$ cat src/verilog/wfd_map.vh
// Register indexes, field positions, reset values and frame constants of the
// wake frame detector. Included by the detector top and shared with the bench.
`ifndef WFD_MAP_VH
`define WFD_MAP_VH

// Register indexes; the APB byte address is four times the index.
`define WFD_IDX_BASIC_CTRL 10'h000
`define WFD_IDX_CONFIG 10'h134
`define WFD_IDX_STATUS 10'h135
`define WFD_IDX_IRQ_MASK 10'h136
`define WFD_IDX_ADDR_LO 10'h137
`define WFD_IDX_ADDR_HI 10'h138
`define WFD_IDX_PASS_LO 10'h139
`define WFD_IDX_PASS_HI 10'h13a
`define WFD_IDX_PAT_BASE 10'h140
`define WFD_IDX_PAT_LAST 10'h14f

// Field positions.
`define WFD_BASIC_ISOLATE 10
`define WFD_CFG_MAGIC_EN 0
`define WFD_CFG_PAT_EN 1
`define WFD_CFG_BCAST_EN 2
`define WFD_CFG_UCAST_EN 3
`define WFD_CFG_SECURE_EN 4
`define WFD_CFG_GPIO_EN 5
`define WFD_STS_MAGIC 0
`define WFD_STS_PATTERN 1
`define WFD_STS_CRC_BAD 2

// Reset values.
`define WFD_BASIC_RST 16'h0000
`define WFD_CONFIG_RST 6'h00
`define WFD_MASK_RST 3'h0

// Frame constants.
`define WFD_SYNC_LEN 3'h6
`define WFD_ADDR_LAST 3'h5
`define WFD_REPS_LAST 4'hf
`define WFD_PAT_BYTES 7'h40
`define WFD_MIN_FRAME 7'h12
`define WFD_CNT_MAX 7'h7f
`define WFD_CRC_INIT 32'hffffffff
`define WFD_CRC_POLY 32'hedb88320
`define WFD_CRC_RESIDUE 32'hdebb20e3

`endif

$ cat src/verilog/wfd_crc32.v
// Byte-wide Ethernet CRC-32 accumulator, least significant bit first.
// Assumes the caller clears it between frames and feeds every frame byte.
`timescale 1ns/1ps
`default_nettype none
`include "wfd_map.vh"

module wfd_crc32 (
  input wire clk,
  input wire rst,
  input wire clear,
  input wire enable,
  input wire [7:0] dataIn,
  output wire [31:0] crc
);

  reg [31:0] crc_r;
  reg [31:0] crc_nxt;
  integer i;

  always @* begin
    crc_nxt = crc_r;
    for (i = 0; i < 8; i = i + 1) begin
      if (crc_nxt[0] ^ dataIn[i]) begin
        crc_nxt = (crc_nxt >> 1) ^ `WFD_CRC_POLY;
      end else begin
        crc_nxt = crc_nxt >> 1;
      end
    end
  end

  always @(posedge clk or posedge rst) begin
    if (rst) begin
      crc_r <= `WFD_CRC_INIT;
    end else if (clear) begin
      crc_r <= `WFD_CRC_INIT;
    end else if (enable) begin
      crc_r <= crc_nxt;
    end
  end

  assign crc = crc_r;

endmodule // wfd_crc32
`default_nettype wire

$ cat src/verilog/wfd_top.v
// Wake frame detector: scans received frames for a magic sequence or a
// stored pattern and raises a wake request, an interrupt and a GPIO level.
// Assumes a byte stream on clk from the receive path, framed by frameDv,
// with preamble and start delimiter already stripped, and an APB master.
`timescale 1ns/1ps
`default_nettype none
`include "wfd_map.vh"

// Notes on behaviour
// Magic frames recognised at 1000, 100 and 10 Mb/s alike.
// A valid magic frame raises the wake-up interrupt.
// A bad frame check sequence suppresses the wake-up interrupt; the code still raises irq for it via status bit 2 when mask bit 2 is set.
// With security on, the password must follow the sixteen addresses at once.
// One 64-byte software pattern wakes just like a magic frame.
// Broadcast and unicast waking are enabled separately.
// In magic mode every frame addressed to this node is searched.
// The magic sequence opens with six bytes of all ones.
// Then the station address follows sixteen times with no gaps.
// The magic sequence may start at any byte position.
// A GPIO output can signal a received wake frame.
// The sender places the magic sequence on byte boundaries.
// Only well formed frames with own or broadcast destination are candidates.
// While the port isolate bit is set no wake interrupt is raised.
// A qualifying wake frame brings the device out of low power.
// Configuration and status live at indexes 0x0134 and 0x0135.
// A breaking byte restarts the sync search without losing an overlapping start.
module wfd_top (
  input wire clk,
  input wire rst,
  input wire psel,
  input wire penable,
  input wire pwrite,
  input wire [11:0] paddr,
  input wire [31:0] pwdata,
  output wire [31:0] prdata,
  output wire pready,
  output wire pslverr,
  input wire frameDv,
  input wire byteValid,
  input wire [7:0] byteData,
  output wire irq,
  output wire wakeReq,
  output wire wakeGpio,
  output wire macPortIsolate
);

  localparam [1:0] ST_SYNC = 2'd0;
  localparam [1:0] ST_ADDR = 2'd1;
  localparam [1:0] ST_PASS = 2'd2;
  localparam [1:0] ST_DONE = 2'd3;

  // Register file.
  reg [15:0] basicCtrl_r;
  reg [5:0] config_r;
  reg [2:0] status_r;
  reg [2:0] irqMask_r;
  reg [47:0] stationAddr_r;
  reg [47:0] password_r;
  reg [31:0] patMem [0:15];
  reg [31:0] prdata_r;
  reg pslverr_r;

  // Frame scanning state.
  reg inFrame_r;
  reg [6:0] byteCnt_r;
  reg destOwn_r;
  reg destBcast_r;
  reg patOk_r;
  reg [1:0] state_r;
  reg [2:0] ffCnt_r;
  reg [2:0] pos_r;
  reg [3:0] rep_r;
  reg magicHit_r;
  reg irq_r;
  reg wakeReq_r;
  reg wakeGpio_r;

  wire [9:0] wordIdx;
  wire setupPhase;
  wire writeTaken;
  wire patSel;
  wire [3:0] patWord;
  wire take;
  wire isFf;
  wire [7:0] addrByte;
  wire [7:0] passByte;
  wire [7:0] destByte;
  wire [7:0] patByte;
  wire [31:0] crcValue;
  wire frameEnd;
  wire wellFormed;
  wire destOk;
  wire magicCand;
  wire patCand;
  wire crcOk;
  wire evMagic;
  wire evPattern;
  wire evCrcBad;
  wire [2:0] events;
  wire [2:0] w1c;
  wire isolate;

  reg [31:0] rdMux;
  reg rdErr;

  function [7:0] pickByte;
    input [47:0] v;
    input [2:0] i;
    begin
      case (i)
        3'd0: pickByte = v[7:0];
        3'd1: pickByte = v[15:8];
        3'd2: pickByte = v[23:16];
        3'd3: pickByte = v[31:24];
        3'd4: pickByte = v[39:32];
        default: pickByte = v[47:40];
      endcase
    end
  endfunction

  // APB slave: answers with no wait state; read data is caught in setup.
  assign wordIdx = paddr[11:2];
  assign setupPhase = psel & ~penable;
  assign writeTaken = psel & penable & pwrite;
  assign patSel = (wordIdx >= `WFD_IDX_PAT_BASE) && (wordIdx <= `WFD_IDX_PAT_LAST);
  assign patWord = wordIdx[3:0];
  assign pready = 1'b1;
  assign prdata = prdata_r;
  assign pslverr = pslverr_r;

  always @* begin
    rdMux = 32'h00000000;
    rdErr = 1'b0;
    if (wordIdx == `WFD_IDX_BASIC_CTRL) begin
      rdMux = {16'h0000, basicCtrl_r};
    end else if (wordIdx == `WFD_IDX_CONFIG) begin
      rdMux = {26'h0000000, config_r};
    end else if (wordIdx == `WFD_IDX_STATUS) begin
      rdMux = {29'h00000000, status_r};
    end else if (wordIdx == `WFD_IDX_IRQ_MASK) begin
      rdMux = {29'h00000000, irqMask_r};
    end else if (wordIdx == `WFD_IDX_ADDR_LO) begin
      rdMux = stationAddr_r[31:0];
    end else if (wordIdx == `WFD_IDX_ADDR_HI) begin
      rdMux = {16'h0000, stationAddr_r[47:32]};
    end else if (wordIdx == `WFD_IDX_PASS_LO) begin
      rdMux = password_r[31:0];
    end else if (wordIdx == `WFD_IDX_PASS_HI) begin
      rdMux = {16'h0000, password_r[47:32]};
    end else if (patSel) begin
      rdMux = patMem[patWord];
    end else begin
      rdErr = 1'b1;
    end
  end

  always @(posedge clk or posedge rst) begin
    if (rst) begin
      prdata_r <= 32'h00000000;
      pslverr_r <= 1'b0;
    end else if (setupPhase) begin
      prdata_r <= pwrite ? 32'h00000000 : rdMux;
      pslverr_r <= rdErr;
    end
  end

  always @(posedge clk or posedge rst) begin
    if (rst) begin
      basicCtrl_r <= `WFD_BASIC_RST;
      config_r <= `WFD_CONFIG_RST;
      irqMask_r <= `WFD_MASK_RST;
      stationAddr_r <= 48'h000000000000;
      password_r <= 48'h000000000000;
    end else if (writeTaken) begin
      if (wordIdx == `WFD_IDX_BASIC_CTRL) begin
        basicCtrl_r <= pwdata[15:0];
      end else if (wordIdx == `WFD_IDX_CONFIG) begin
        config_r <= pwdata[5:0];
      end else if (wordIdx == `WFD_IDX_IRQ_MASK) begin
        irqMask_r <= pwdata[2:0];
      end else if (wordIdx == `WFD_IDX_ADDR_LO) begin
        stationAddr_r[31:0] <= pwdata;
      end else if (wordIdx == `WFD_IDX_ADDR_HI) begin
        stationAddr_r[47:32] <= pwdata[15:0];
      end else if (wordIdx == `WFD_IDX_PASS_LO) begin
        password_r[31:0] <= pwdata;
      end else if (wordIdx == `WFD_IDX_PASS_HI) begin
        password_r[47:32] <= pwdata[15:0];
      end
    end
  end

  // Pattern memory has no reset; software loads it before enabling it.
  always @(posedge clk) begin
    if (writeTaken && patSel) begin
      patMem[patWord] <= pwdata;
    end
  end

  // Byte stream. It is byte wide at every line speed, so one path serves all.
  assign take = frameDv & byteValid;
  assign isFf = (byteData == 8'hff);
  assign addrByte = pickByte(stationAddr_r, pos_r);
  assign passByte = pickByte(password_r, pos_r);
  assign destByte = pickByte(stationAddr_r, byteCnt_r[2:0]);
  assign patByte = patMem[byteCnt_r[5:2]][{byteCnt_r[1:0], 3'b000} +: 8];
  assign frameEnd = inFrame_r & ~frameDv;

  wfd_crc32 crcUnit (
    .clk(clk),
    .rst(rst),
    .clear(~frameDv),
    .enable(take),
    .dataIn(byteData),
    .crc(crcValue)
  );

  // Per-frame bookkeeping: length, destination and stored pattern.
  always @(posedge clk or posedge rst) begin
    if (rst) begin
      inFrame_r <= 1'b0;
      byteCnt_r <= 7'h00;
      destOwn_r <= 1'b1;
      destBcast_r <= 1'b1;
      patOk_r <= 1'b1;
    end else begin
      inFrame_r <= frameDv;
      if (!frameDv) begin
        byteCnt_r <= 7'h00;
        destOwn_r <= 1'b1;
        destBcast_r <= 1'b1;
        patOk_r <= 1'b1;
      end else if (byteValid) begin
        if (byteCnt_r != `WFD_CNT_MAX) begin
          byteCnt_r <= byteCnt_r + 7'h01;
        end
        if (byteCnt_r < 7'h06) begin
          destOwn_r <= destOwn_r & (byteData == destByte);
          destBcast_r <= destBcast_r & isFf;
        end
        if (byteCnt_r < `WFD_PAT_BYTES && byteData != patByte) begin
          patOk_r <= 1'b0;
        end
      end
    end
  end

  // Magic sequence search. The search runs over the whole frame, so the
  // sequence may sit anywhere; a breaking byte that is itself all ones
  // already counts as the first byte of a new sync run.
  always @(posedge clk or posedge rst) begin
    if (rst) begin
      state_r <= ST_SYNC;
      ffCnt_r <= 3'h0;
      pos_r <= 3'h0;
      rep_r <= 4'h0;
      magicHit_r <= 1'b0;
    end else if (!frameDv) begin
      state_r <= ST_SYNC;
      ffCnt_r <= 3'h0;
      pos_r <= 3'h0;
      rep_r <= 4'h0;
      magicHit_r <= 1'b0;
    end else if (byteValid) begin
      case (state_r)
        ST_SYNC: begin
          if (isFf) begin
            if (ffCnt_r != `WFD_SYNC_LEN) begin
              ffCnt_r <= ffCnt_r + 3'h1;
            end
          end else if (ffCnt_r == `WFD_SYNC_LEN && byteData == addrByte) begin
            state_r <= ST_ADDR;
            pos_r <= 3'h1;
            rep_r <= 4'h0;
            ffCnt_r <= 3'h0;
          end else begin
            ffCnt_r <= 3'h0;
          end
        end
        ST_ADDR: begin
          if (byteData == addrByte) begin
            if (pos_r == `WFD_ADDR_LAST) begin
              pos_r <= 3'h0;
              if (rep_r == `WFD_REPS_LAST) begin
                if (config_r[`WFD_CFG_SECURE_EN]) begin
                  state_r <= ST_PASS;
                end else begin
                  state_r <= ST_DONE;
                  magicHit_r <= 1'b1;
                end
              end else begin
                rep_r <= rep_r + 4'h1;
              end
            end else begin
              pos_r <= pos_r + 3'h1;
            end
          end else begin
            state_r <= ST_SYNC;
            pos_r <= 3'h0;
            rep_r <= 4'h0;
            ffCnt_r <= isFf ? 3'h1 : 3'h0;
          end
        end
        ST_PASS: begin
          if (byteData == passByte) begin
            if (pos_r == `WFD_ADDR_LAST) begin
              state_r <= ST_DONE;
              magicHit_r <= 1'b1;
              pos_r <= 3'h0;
            end else begin
              pos_r <= pos_r + 3'h1;
            end
          end else begin
            state_r <= ST_SYNC;
            pos_r <= 3'h0;
            rep_r <= 4'h0;
            ffCnt_r <= isFf ? 3'h1 : 3'h0;
          end
        end
        default: begin
          state_r <= ST_DONE;
        end
      endcase
    end
  end

  // Frame verdict, taken in the cycle after frameDv falls.
  assign wellFormed = (byteCnt_r >= `WFD_MIN_FRAME);
  assign destOk = (destOwn_r & config_r[`WFD_CFG_UCAST_EN]) |
                  (destBcast_r & config_r[`WFD_CFG_BCAST_EN]);
  assign magicCand = config_r[`WFD_CFG_MAGIC_EN] & magicHit_r;
  assign patCand = config_r[`WFD_CFG_PAT_EN] & patOk_r &
                   (byteCnt_r >= `WFD_PAT_BYTES);
  assign crcOk = (crcValue == `WFD_CRC_RESIDUE);
  assign evMagic = frameEnd & wellFormed & destOk & magicCand & crcOk;
  assign evPattern = frameEnd & wellFormed & destOk & patCand & crcOk;
  assign evCrcBad = frameEnd & wellFormed & destOk & (magicCand | patCand) & ~crcOk;
  assign events = {evCrcBad, evPattern, evMagic};

  // Status bits are sticky and cleared by writing ones; a new event wins.
  assign w1c = (writeTaken && wordIdx == `WFD_IDX_STATUS) ? pwdata[2:0] : 3'h0;

  always @(posedge clk or posedge rst) begin
    if (rst) begin
      status_r <= 3'h0;
    end else begin
      status_r <= (status_r & ~w1c) | events;
    end
  end

  // Outputs. The interrupt is held off while the MAC port is isolated.
  assign isolate = basicCtrl_r[`WFD_BASIC_ISOLATE];

  always @(posedge clk or posedge rst) begin
    if (rst) begin
      irq_r <= 1'b0;
      wakeReq_r <= 1'b0;
      wakeGpio_r <= 1'b0;
    end else begin
      irq_r <= (|(status_r & irqMask_r)) & ~isolate;
      wakeReq_r <= status_r[`WFD_STS_MAGIC] | status_r[`WFD_STS_PATTERN];
      wakeGpio_r <= config_r[`WFD_CFG_GPIO_EN] &
                    (status_r[`WFD_STS_MAGIC] | status_r[`WFD_STS_PATTERN]);
    end
  end

  assign irq = irq_r;
  assign wakeReq = wakeReq_r;
  assign wakeGpio = wakeGpio_r;
  assign macPortIsolate = isolate;

endmodule // wfd_top
`default_nettype wire

$ cat config.mk
export PLATFORM = sky130hd
export DESIGN_NAME = wfd_top
export DESIGN_NICKNAME = d
export VERILOG_FILES = /design/src/verilog/wfd_crc32.v /design/src/verilog/wfd_top.v
export VERILOG_INCLUDE_DIRS = /design/src /design/src/verilog
export SDC_FILE = /design/constraint.sdc
export NUM_CORES = 1
export LEC_CHECK = 0
export BUFFER_PORTS_ARGS = -buffer_cell sky130_fd_sc_hd__buf_4
export CAP_MARGIN = 15
export CORE_AREA = 2 2 349 351
export CTS_CLUSTER_SIZE = 12
export DETAILED_ROUTE_END_ITERATION = 16
export DIE_AREA = 0 0 351 353
export GPL_ROUTABILITY_DRIVEN = 0
export SLEW_MARGIN = 20
export SYNTH_ARGS = -nofsm -noshare
export SYNTH_HDL_FRONTEND = slang
export SYNTH_SLANG_ARGS = --single-unit
$ cat constraint.sdc
create_clock -name clk -period 7.3 [get_ports clk]
set_input_delay 1.095 -clock clk [delete_from_list [all_inputs] [get_ports clk]]
set_output_delay 1.095 -clock clk [all_outputs]
set_load 0.1 [all_outputs]
# Word-level counts from Yosys, hierarchy flattened
# Memories as Yosys holds them, arrays and structs flattened.
# Index checks and enable logic that the tools add are counted.
[word_totals]
regBits = 216
ramBits = 512
in_bits = 59
out_inout_bits = 38
elab_cells = 258
n_memories = 1
[op_classes]
add_sub_neg = 4
magnitude_cmp = 6
n_eq_ne = 50
shift = 1
mux = 92
bitwise_logic = 55
n_reduce_logical = 25
[mem_list]
columns = ["name", "words", "word_bits", "read_ports", "rd_clocked_by_memory_dff", "write_ports", "line", "rtl"]
rows = [
  ["patMem", 16, 32, 2, 0, 1, "wfd_top.v:59", "reg [31:0] patMem [0:15];"],
]
[ops]
columns = ["cell", "n"]
rows = [
  ["32-bit two-way mux", 20],
  ["8-bit case mux with 5 select lines", 3],
  ["13-bit NOT with 14-bit output", 8],
  ["10-bit by 9-bit == test with 1-bit output, second input constant", 7],
  ["3-bit two-way mux", 14],
  ["3-bit inequality test, second input constant", 11],
  ["32-bit == test, second input constant", 1],
  ["4-bit two-way mux", 8],
  ["32-bit by 6-bit variable part select with 8-bit output", 1],
  ["1-bit two-way mux", 30],
  ["8-bit == test", 3],
  ["1-bit bitwise AND", 22],
  ["7-bit two-way mux", 3],
  ["4-bit inequality test, second input constant", 5],
  ["2-bit two-way mux", 9],
  ["3-bit case mux with 3 select lines", 2],
  ["8-bit AND reduction", 2],
  ["7-bit AND reduction", 2],
  ["3-bit by 2-bit == test with 1-bit output, second input constant", 4],
  ["3-bit == test, second input constant", 4],
  ["4-bit case mux with 3 select lines", 1],
  ["6-bit AND reduction", 2],
  ["10-bit by 9-bit >= comparator with 1-bit output, second input constant", 1],
  ["10-bit by 9-bit <= comparator with 1-bit output, second input constant", 1],
  ["34 further kinds", 69],
]

# Logic depth before layout (Yosys ltp)
[depth]
word_depth = 18
mapped_depth = 19
mapped_depth_nobuf = 12

# By module
# A second synthesis with hierarchy kept.
[unflattened]
hier_cells = 2321
area_unflattened_um2 = 35987.0
[by_module_without_submodules]
columns = ["mod", "n_inst", "cells_per_inst", "area_each_um2", "seq_area_each_um2"]
rows = [
  ["wfd_top", 1, 2126, 33876.2, 19982.9],
  ["wfd_crc32", 1, 195, 2110.8, 840.8],
]

# Worst setup path before layout
# OpenSTA, ideal clock, no wires.
[synth_path]
path_kind = "input to register"
startpoint = "in paddr[7]"
endpoint = "mem patMem[3][0], enable pin"
setup_time_ps = 461
arrival_ps = 4687
t_required_ps = 6839
setup_slack_ps = 2152
path_stages = 7
n_path_buf = 2
path_cell_list = "nor4_1 and3_1 clkbuf_1 clkbuf_1 and2_1 nand3_1 nor3_1"
[synth_via]
elab_chain_cells = 5
word_cells_on_any_way = 6
cone_classes = "order compare (2); mux (2); reduce/logical (2)"
[synth_rtl]
columns = ["element", "line", "rtl"]
rows = [
  ["start: declaration", "wfd_top.v:33", "input wire [11:0] paddr,"],
  ["10-bit by 9-bit >= comparator with 1-bit output (no source line) or 10-bit by 9-bit <= comparator with 1-bit output (tied branches)", "--", ""],
  ["1-bit logical AND *", "wfd_top.v:125", "assign patSel = (wordIdx >= `WFD_IDX_PAT_BASE) && (wordIdx <= `WFD_IDX_PAT_LAST);"],
  ["1-bit logical AND *", "wfd_top.v:195", "if (writeTaken && patSel) begin"],
  ["1-bit two-way mux *", "wfd_top.v:195", ""],
  ["1-bit two-way mux (implied by the code) *", "wfd_top.v:196", "patMem[patWord] <= pwdata;"],
  ["end: declaration", "wfd_top.v:59", ""],
]
# Every way passes the cells marked *; elsewhere a longest branch is shown, timed or not.

# Worst setup path in the final report
[layout_path]
startpoint = "reg pos_r[2]"
endpoint = "reg state_r[0]"
[layout_via]
elab_chain_cells = 7
word_cells_on_any_way = 21
cone_classes = "eq/ne (11); mux (7); reduce/logical (3)"
[layout_rtl]
columns = ["element", "line", "rtl"]
rows = [
  ["start: declaration", "wfd_top.v:71", "reg [2:0] pos_r;"],
  ["start signal: assignment", "wfd_top.v:295", "pos_r <= pos_r + 3'h1;"],
  ["start signal: assignment", "wfd_top.v:311", "pos_r <= pos_r + 3'h1;"],
  ["3-bit == test (tied with other cells)", "wfd_top.v:110", "case (i)"],
  ["8-bit case mux with 5 select lines", "wfd_top.v:110", ""],
  ["8-bit == test, on equally long branches", "wfd_top.v:305, wfd_top.v:271, wfd_top.v:281", ""],
  ["2-bit two-way mux, on equally long branches", "wfd_top.v:305, wfd_top.v:281", ""],
  ["2-bit case mux with 3 select lines", "wfd_top.v:265", "case (state_r)"],
  ["2-bit two-way mux", "wfd_top.v:264", "end else if (byteValid) begin"],
  ["2-bit two-way mux", "wfd_top.v:258", "end else if (!frameDv) begin"],
  ["end signal: assignment", "wfd_top.v:259", "state_r <= ST_SYNC;"],
  ["end signal: assignment", "wfd_top.v:272", "state_r <= ST_ADDR;"],
  ["end signal: assignment", "wfd_top.v:307", "state_r <= ST_DONE;"],
  ["end: declaration", "wfd_top.v:69", "reg [1:0] state_r;"],
]
# Parallel ways exist; a longest one is shown, timed or not. The select of a mux whose other input is x is not followed.
# A chain may end at the register's enable or synchronous reset.

==> flow_summary.ini <==
[outcome]
status = finished, final reports clean

[synthesis]
synth_nets = 2414
ys_seq_elements = 728
syn_avg_cell_area_um2 = 15.2
yosysUniqueCellTypes = 88
synth-edff-count = 512
synth-seq-area-share_pct = 58.3
synth_cells = 2342
async_flop_share_pct = 29.7
netlist_area_um2 = 35700
synth_flop_cell = edfxtp_1
synth-warning-count = 0

[die]
die_y_um = 353
die_w_um = 351
dieArea_um2 = 124000
ios = 97
coreArea_um2 = 121000
std_cell_rows = 128
start_util_pct = 29.6

[clocking]
cts_tree = done
path_clk_slew_ps = 60
cts_buffers = 80
post_cts_resized = 0
clock_latency_ps = 660
clockBufferDepth = 3
holdBufCountCts = 0
cts.sinks = 728
cts_root_buf = clkbuf_16
htree_levels = 3
cts_setup_buffers = 0

[critical_path]
critical_path.max_fanout = 33
r2r_end = state_r[0]
reg2regPathDepth = 12
end_kind = flip-flop
rrSetupSlack_ps = 2740
path_class = reg -> reg
crit_path_start_kind = flip-flop
arrival_ps = 5090
required_ps = 7830
crit-reg2reg-launch = pos_r[2]

[global_routing]
grt_usage_pct = 18.0
grt_overflow = 0
grt_first_pass_wirelength_mm = 163
antenna_found_initial = 8
grt_max_degree = 119
grt_pass1_vias = 22800

[drt]
drcViolationCount = 0
drt.antenna.violating_nets = 0
drtIter0Drc = 2859
vias_per_cell = 5.64
first_pass_iters = 8
drt_wl_total_mm = 113
wire_per_inst_um = 27.7
via_count = 23000

[min_path]
whs_endpoint = destOwn_r
hp-start = destOwn_r
hold_class = reg -> reg
hold_depth = 2

[sta]
finalHoldViolations = 0
max-slew-margin-rel_pct = 22.0
tightestPinTransition_ps = 1170
fmax_mhz = 219
setup_tns_ps = 0
fin_crit_ps = 4560
final.setup_skew_ps = 49.6
grt_setup_unrepaired = no
fin_ws_ps = 2740
fin_crit_sh_pct = 62.5
setup_viol = 0
holdWs_ps = 481
slew_violations = 0

[finish]
final_cell_area_um2 = 40700
drive_above_1_share_pct = 28.9
antennaDiodeCount = 0
fin_nets = 2468
finalNonFillerCells = 4075
layout_common_cells = 512 x edfxtp_1, 241 x mux4_2, 178 x dfrtp_1
final_common_cell = edfxtp_1
area_delta_synth_final_pct = 14.1

[placed_design]
place_inst = 3939
post-place-ws_ps = 2330
portBuffers = 93
dp_hpwl_mm = 71.8
placed_area_um2 = 38300

[power_and_ir_drop]
ir_drop_v = 0.000206
p_per_area_nw_per_um2 = 246
leakagePower_nw = 13.7

[run]
cap_violations = 0
-- final cells by class --
cell class                 instances  area (um^2)
timing repair buffer             148         1120
multi-input combinational       1411        14200
clock buffer                      99         2120
sequential                       728        20800
tap                             1625         2030
clock inverter                    37          352
fill                           11600        79900
inverter                          27          109
-- report_power, final --
group	internal (mW)	leakage, nW	switching (mW)
registers	4.55	7.46	0.0768
clock network	2.18	1.20	1.71
logic	0.636	5.07	0.856
total	7.37	13.7	2.64
-- stage by stage --
step	power, mW	utilization, %
floorplan	5.79	-
global placement	6.19	31.7
detailed placement	6.19	31.7
CTS	10.1	33.8
global route	10.4	33.8
finish	10.0	33.8
-- synthesized netlist by cell type, drive strengths merged (16+ instances only) --
library cell,instances,area share (%)
nand2,166,1.8
dfstp,35,2.6
nand3,33,0.48
dfrtp,181,13
edfxtp,512,43
nor3,24,0.34
mux2i,121,3.4
a22oi,32,0.67
o221ai,37,0.91
o21ai,109,1.5
inv,26,0.27
xnor2,63,1.6
a21oi,43,0.60
o22ai,37,0.65
buf,73,1.0
a222oi,26,0.73
xor2,39,0.98
mux4,241,15
a22o,16,0.39
clkbuf,103,1.1
a221oi,21,0.52
mux2,129,4.1
nor2,62,0.65
-- routing by layer --
layer | vias up | GRT usage, % | share of wire (%)
met5 | - | 0 | 0.067
met4 | 10 | 4.85 | 2.7
met3 | 184 | 3.41 | 8.4
met2 | 1061 | 29.6 | 48
met1 | 12200 | 24.3 | 41
li1 | 9554 | - | -
-- cell families after synthesis --
| family | after synthesis | share of synthesized area, % |
|---|---|---|
| mux | 491 | 22.7 |
| fa+ha+maj | 14 | 0.487 |
| compound gates | 416 | 8.29 |
| simple gates | 387 | 5.31 |
| other cells | 1 | 0.0105 |
| flops | 728 | 58.3 |
| buf+inv | 203 | 2.39 |
| xor+xnor | 102 | 2.54 |
-- registers in the layout (all words and copies together) (netlist names), 4 cells and up --
name	cells
basicCtrl_r	16
config_r	6
rep_r	4
patMem	512
stationAddr_r	48
crcUnit.crc	32
byteCnt_r	7
password_r	48
prdata	32
-- how the worst max path moves through the flow --
| stage | endpoint | from | depth (start not counted) |
|---|---|---|---|
| after floorplan | basicCtrl_r[0] | rst | 1 |
| after global placement | stationAddr_r[28] | paddr[4] | 7 |
| after detailed placement | stationAddr_r[17] | paddr[4] | 7 |
| after CTS | patOk_r | byteCnt_r[3] | 10 |
| after global routing | rep_r[2] | pos_r[0] | 13 |
| final | state_r[0] | pos_r[2] | 12 |
-- worst max-delay path, cell delays in order, from the launching register on --
cell and delay (ps):
dfrtp_1 360, buf_4 270, inv_1 280, ha_1 680
inv_1 280, nand2_2 370, o211ai_1 240, mux2i_1 300
nand3_1 290, nor4_4 620, nor2_1 180, o211ai_1 350
mux2i_1 230
No activity file was read; power rests on OpenSTA's default activity.
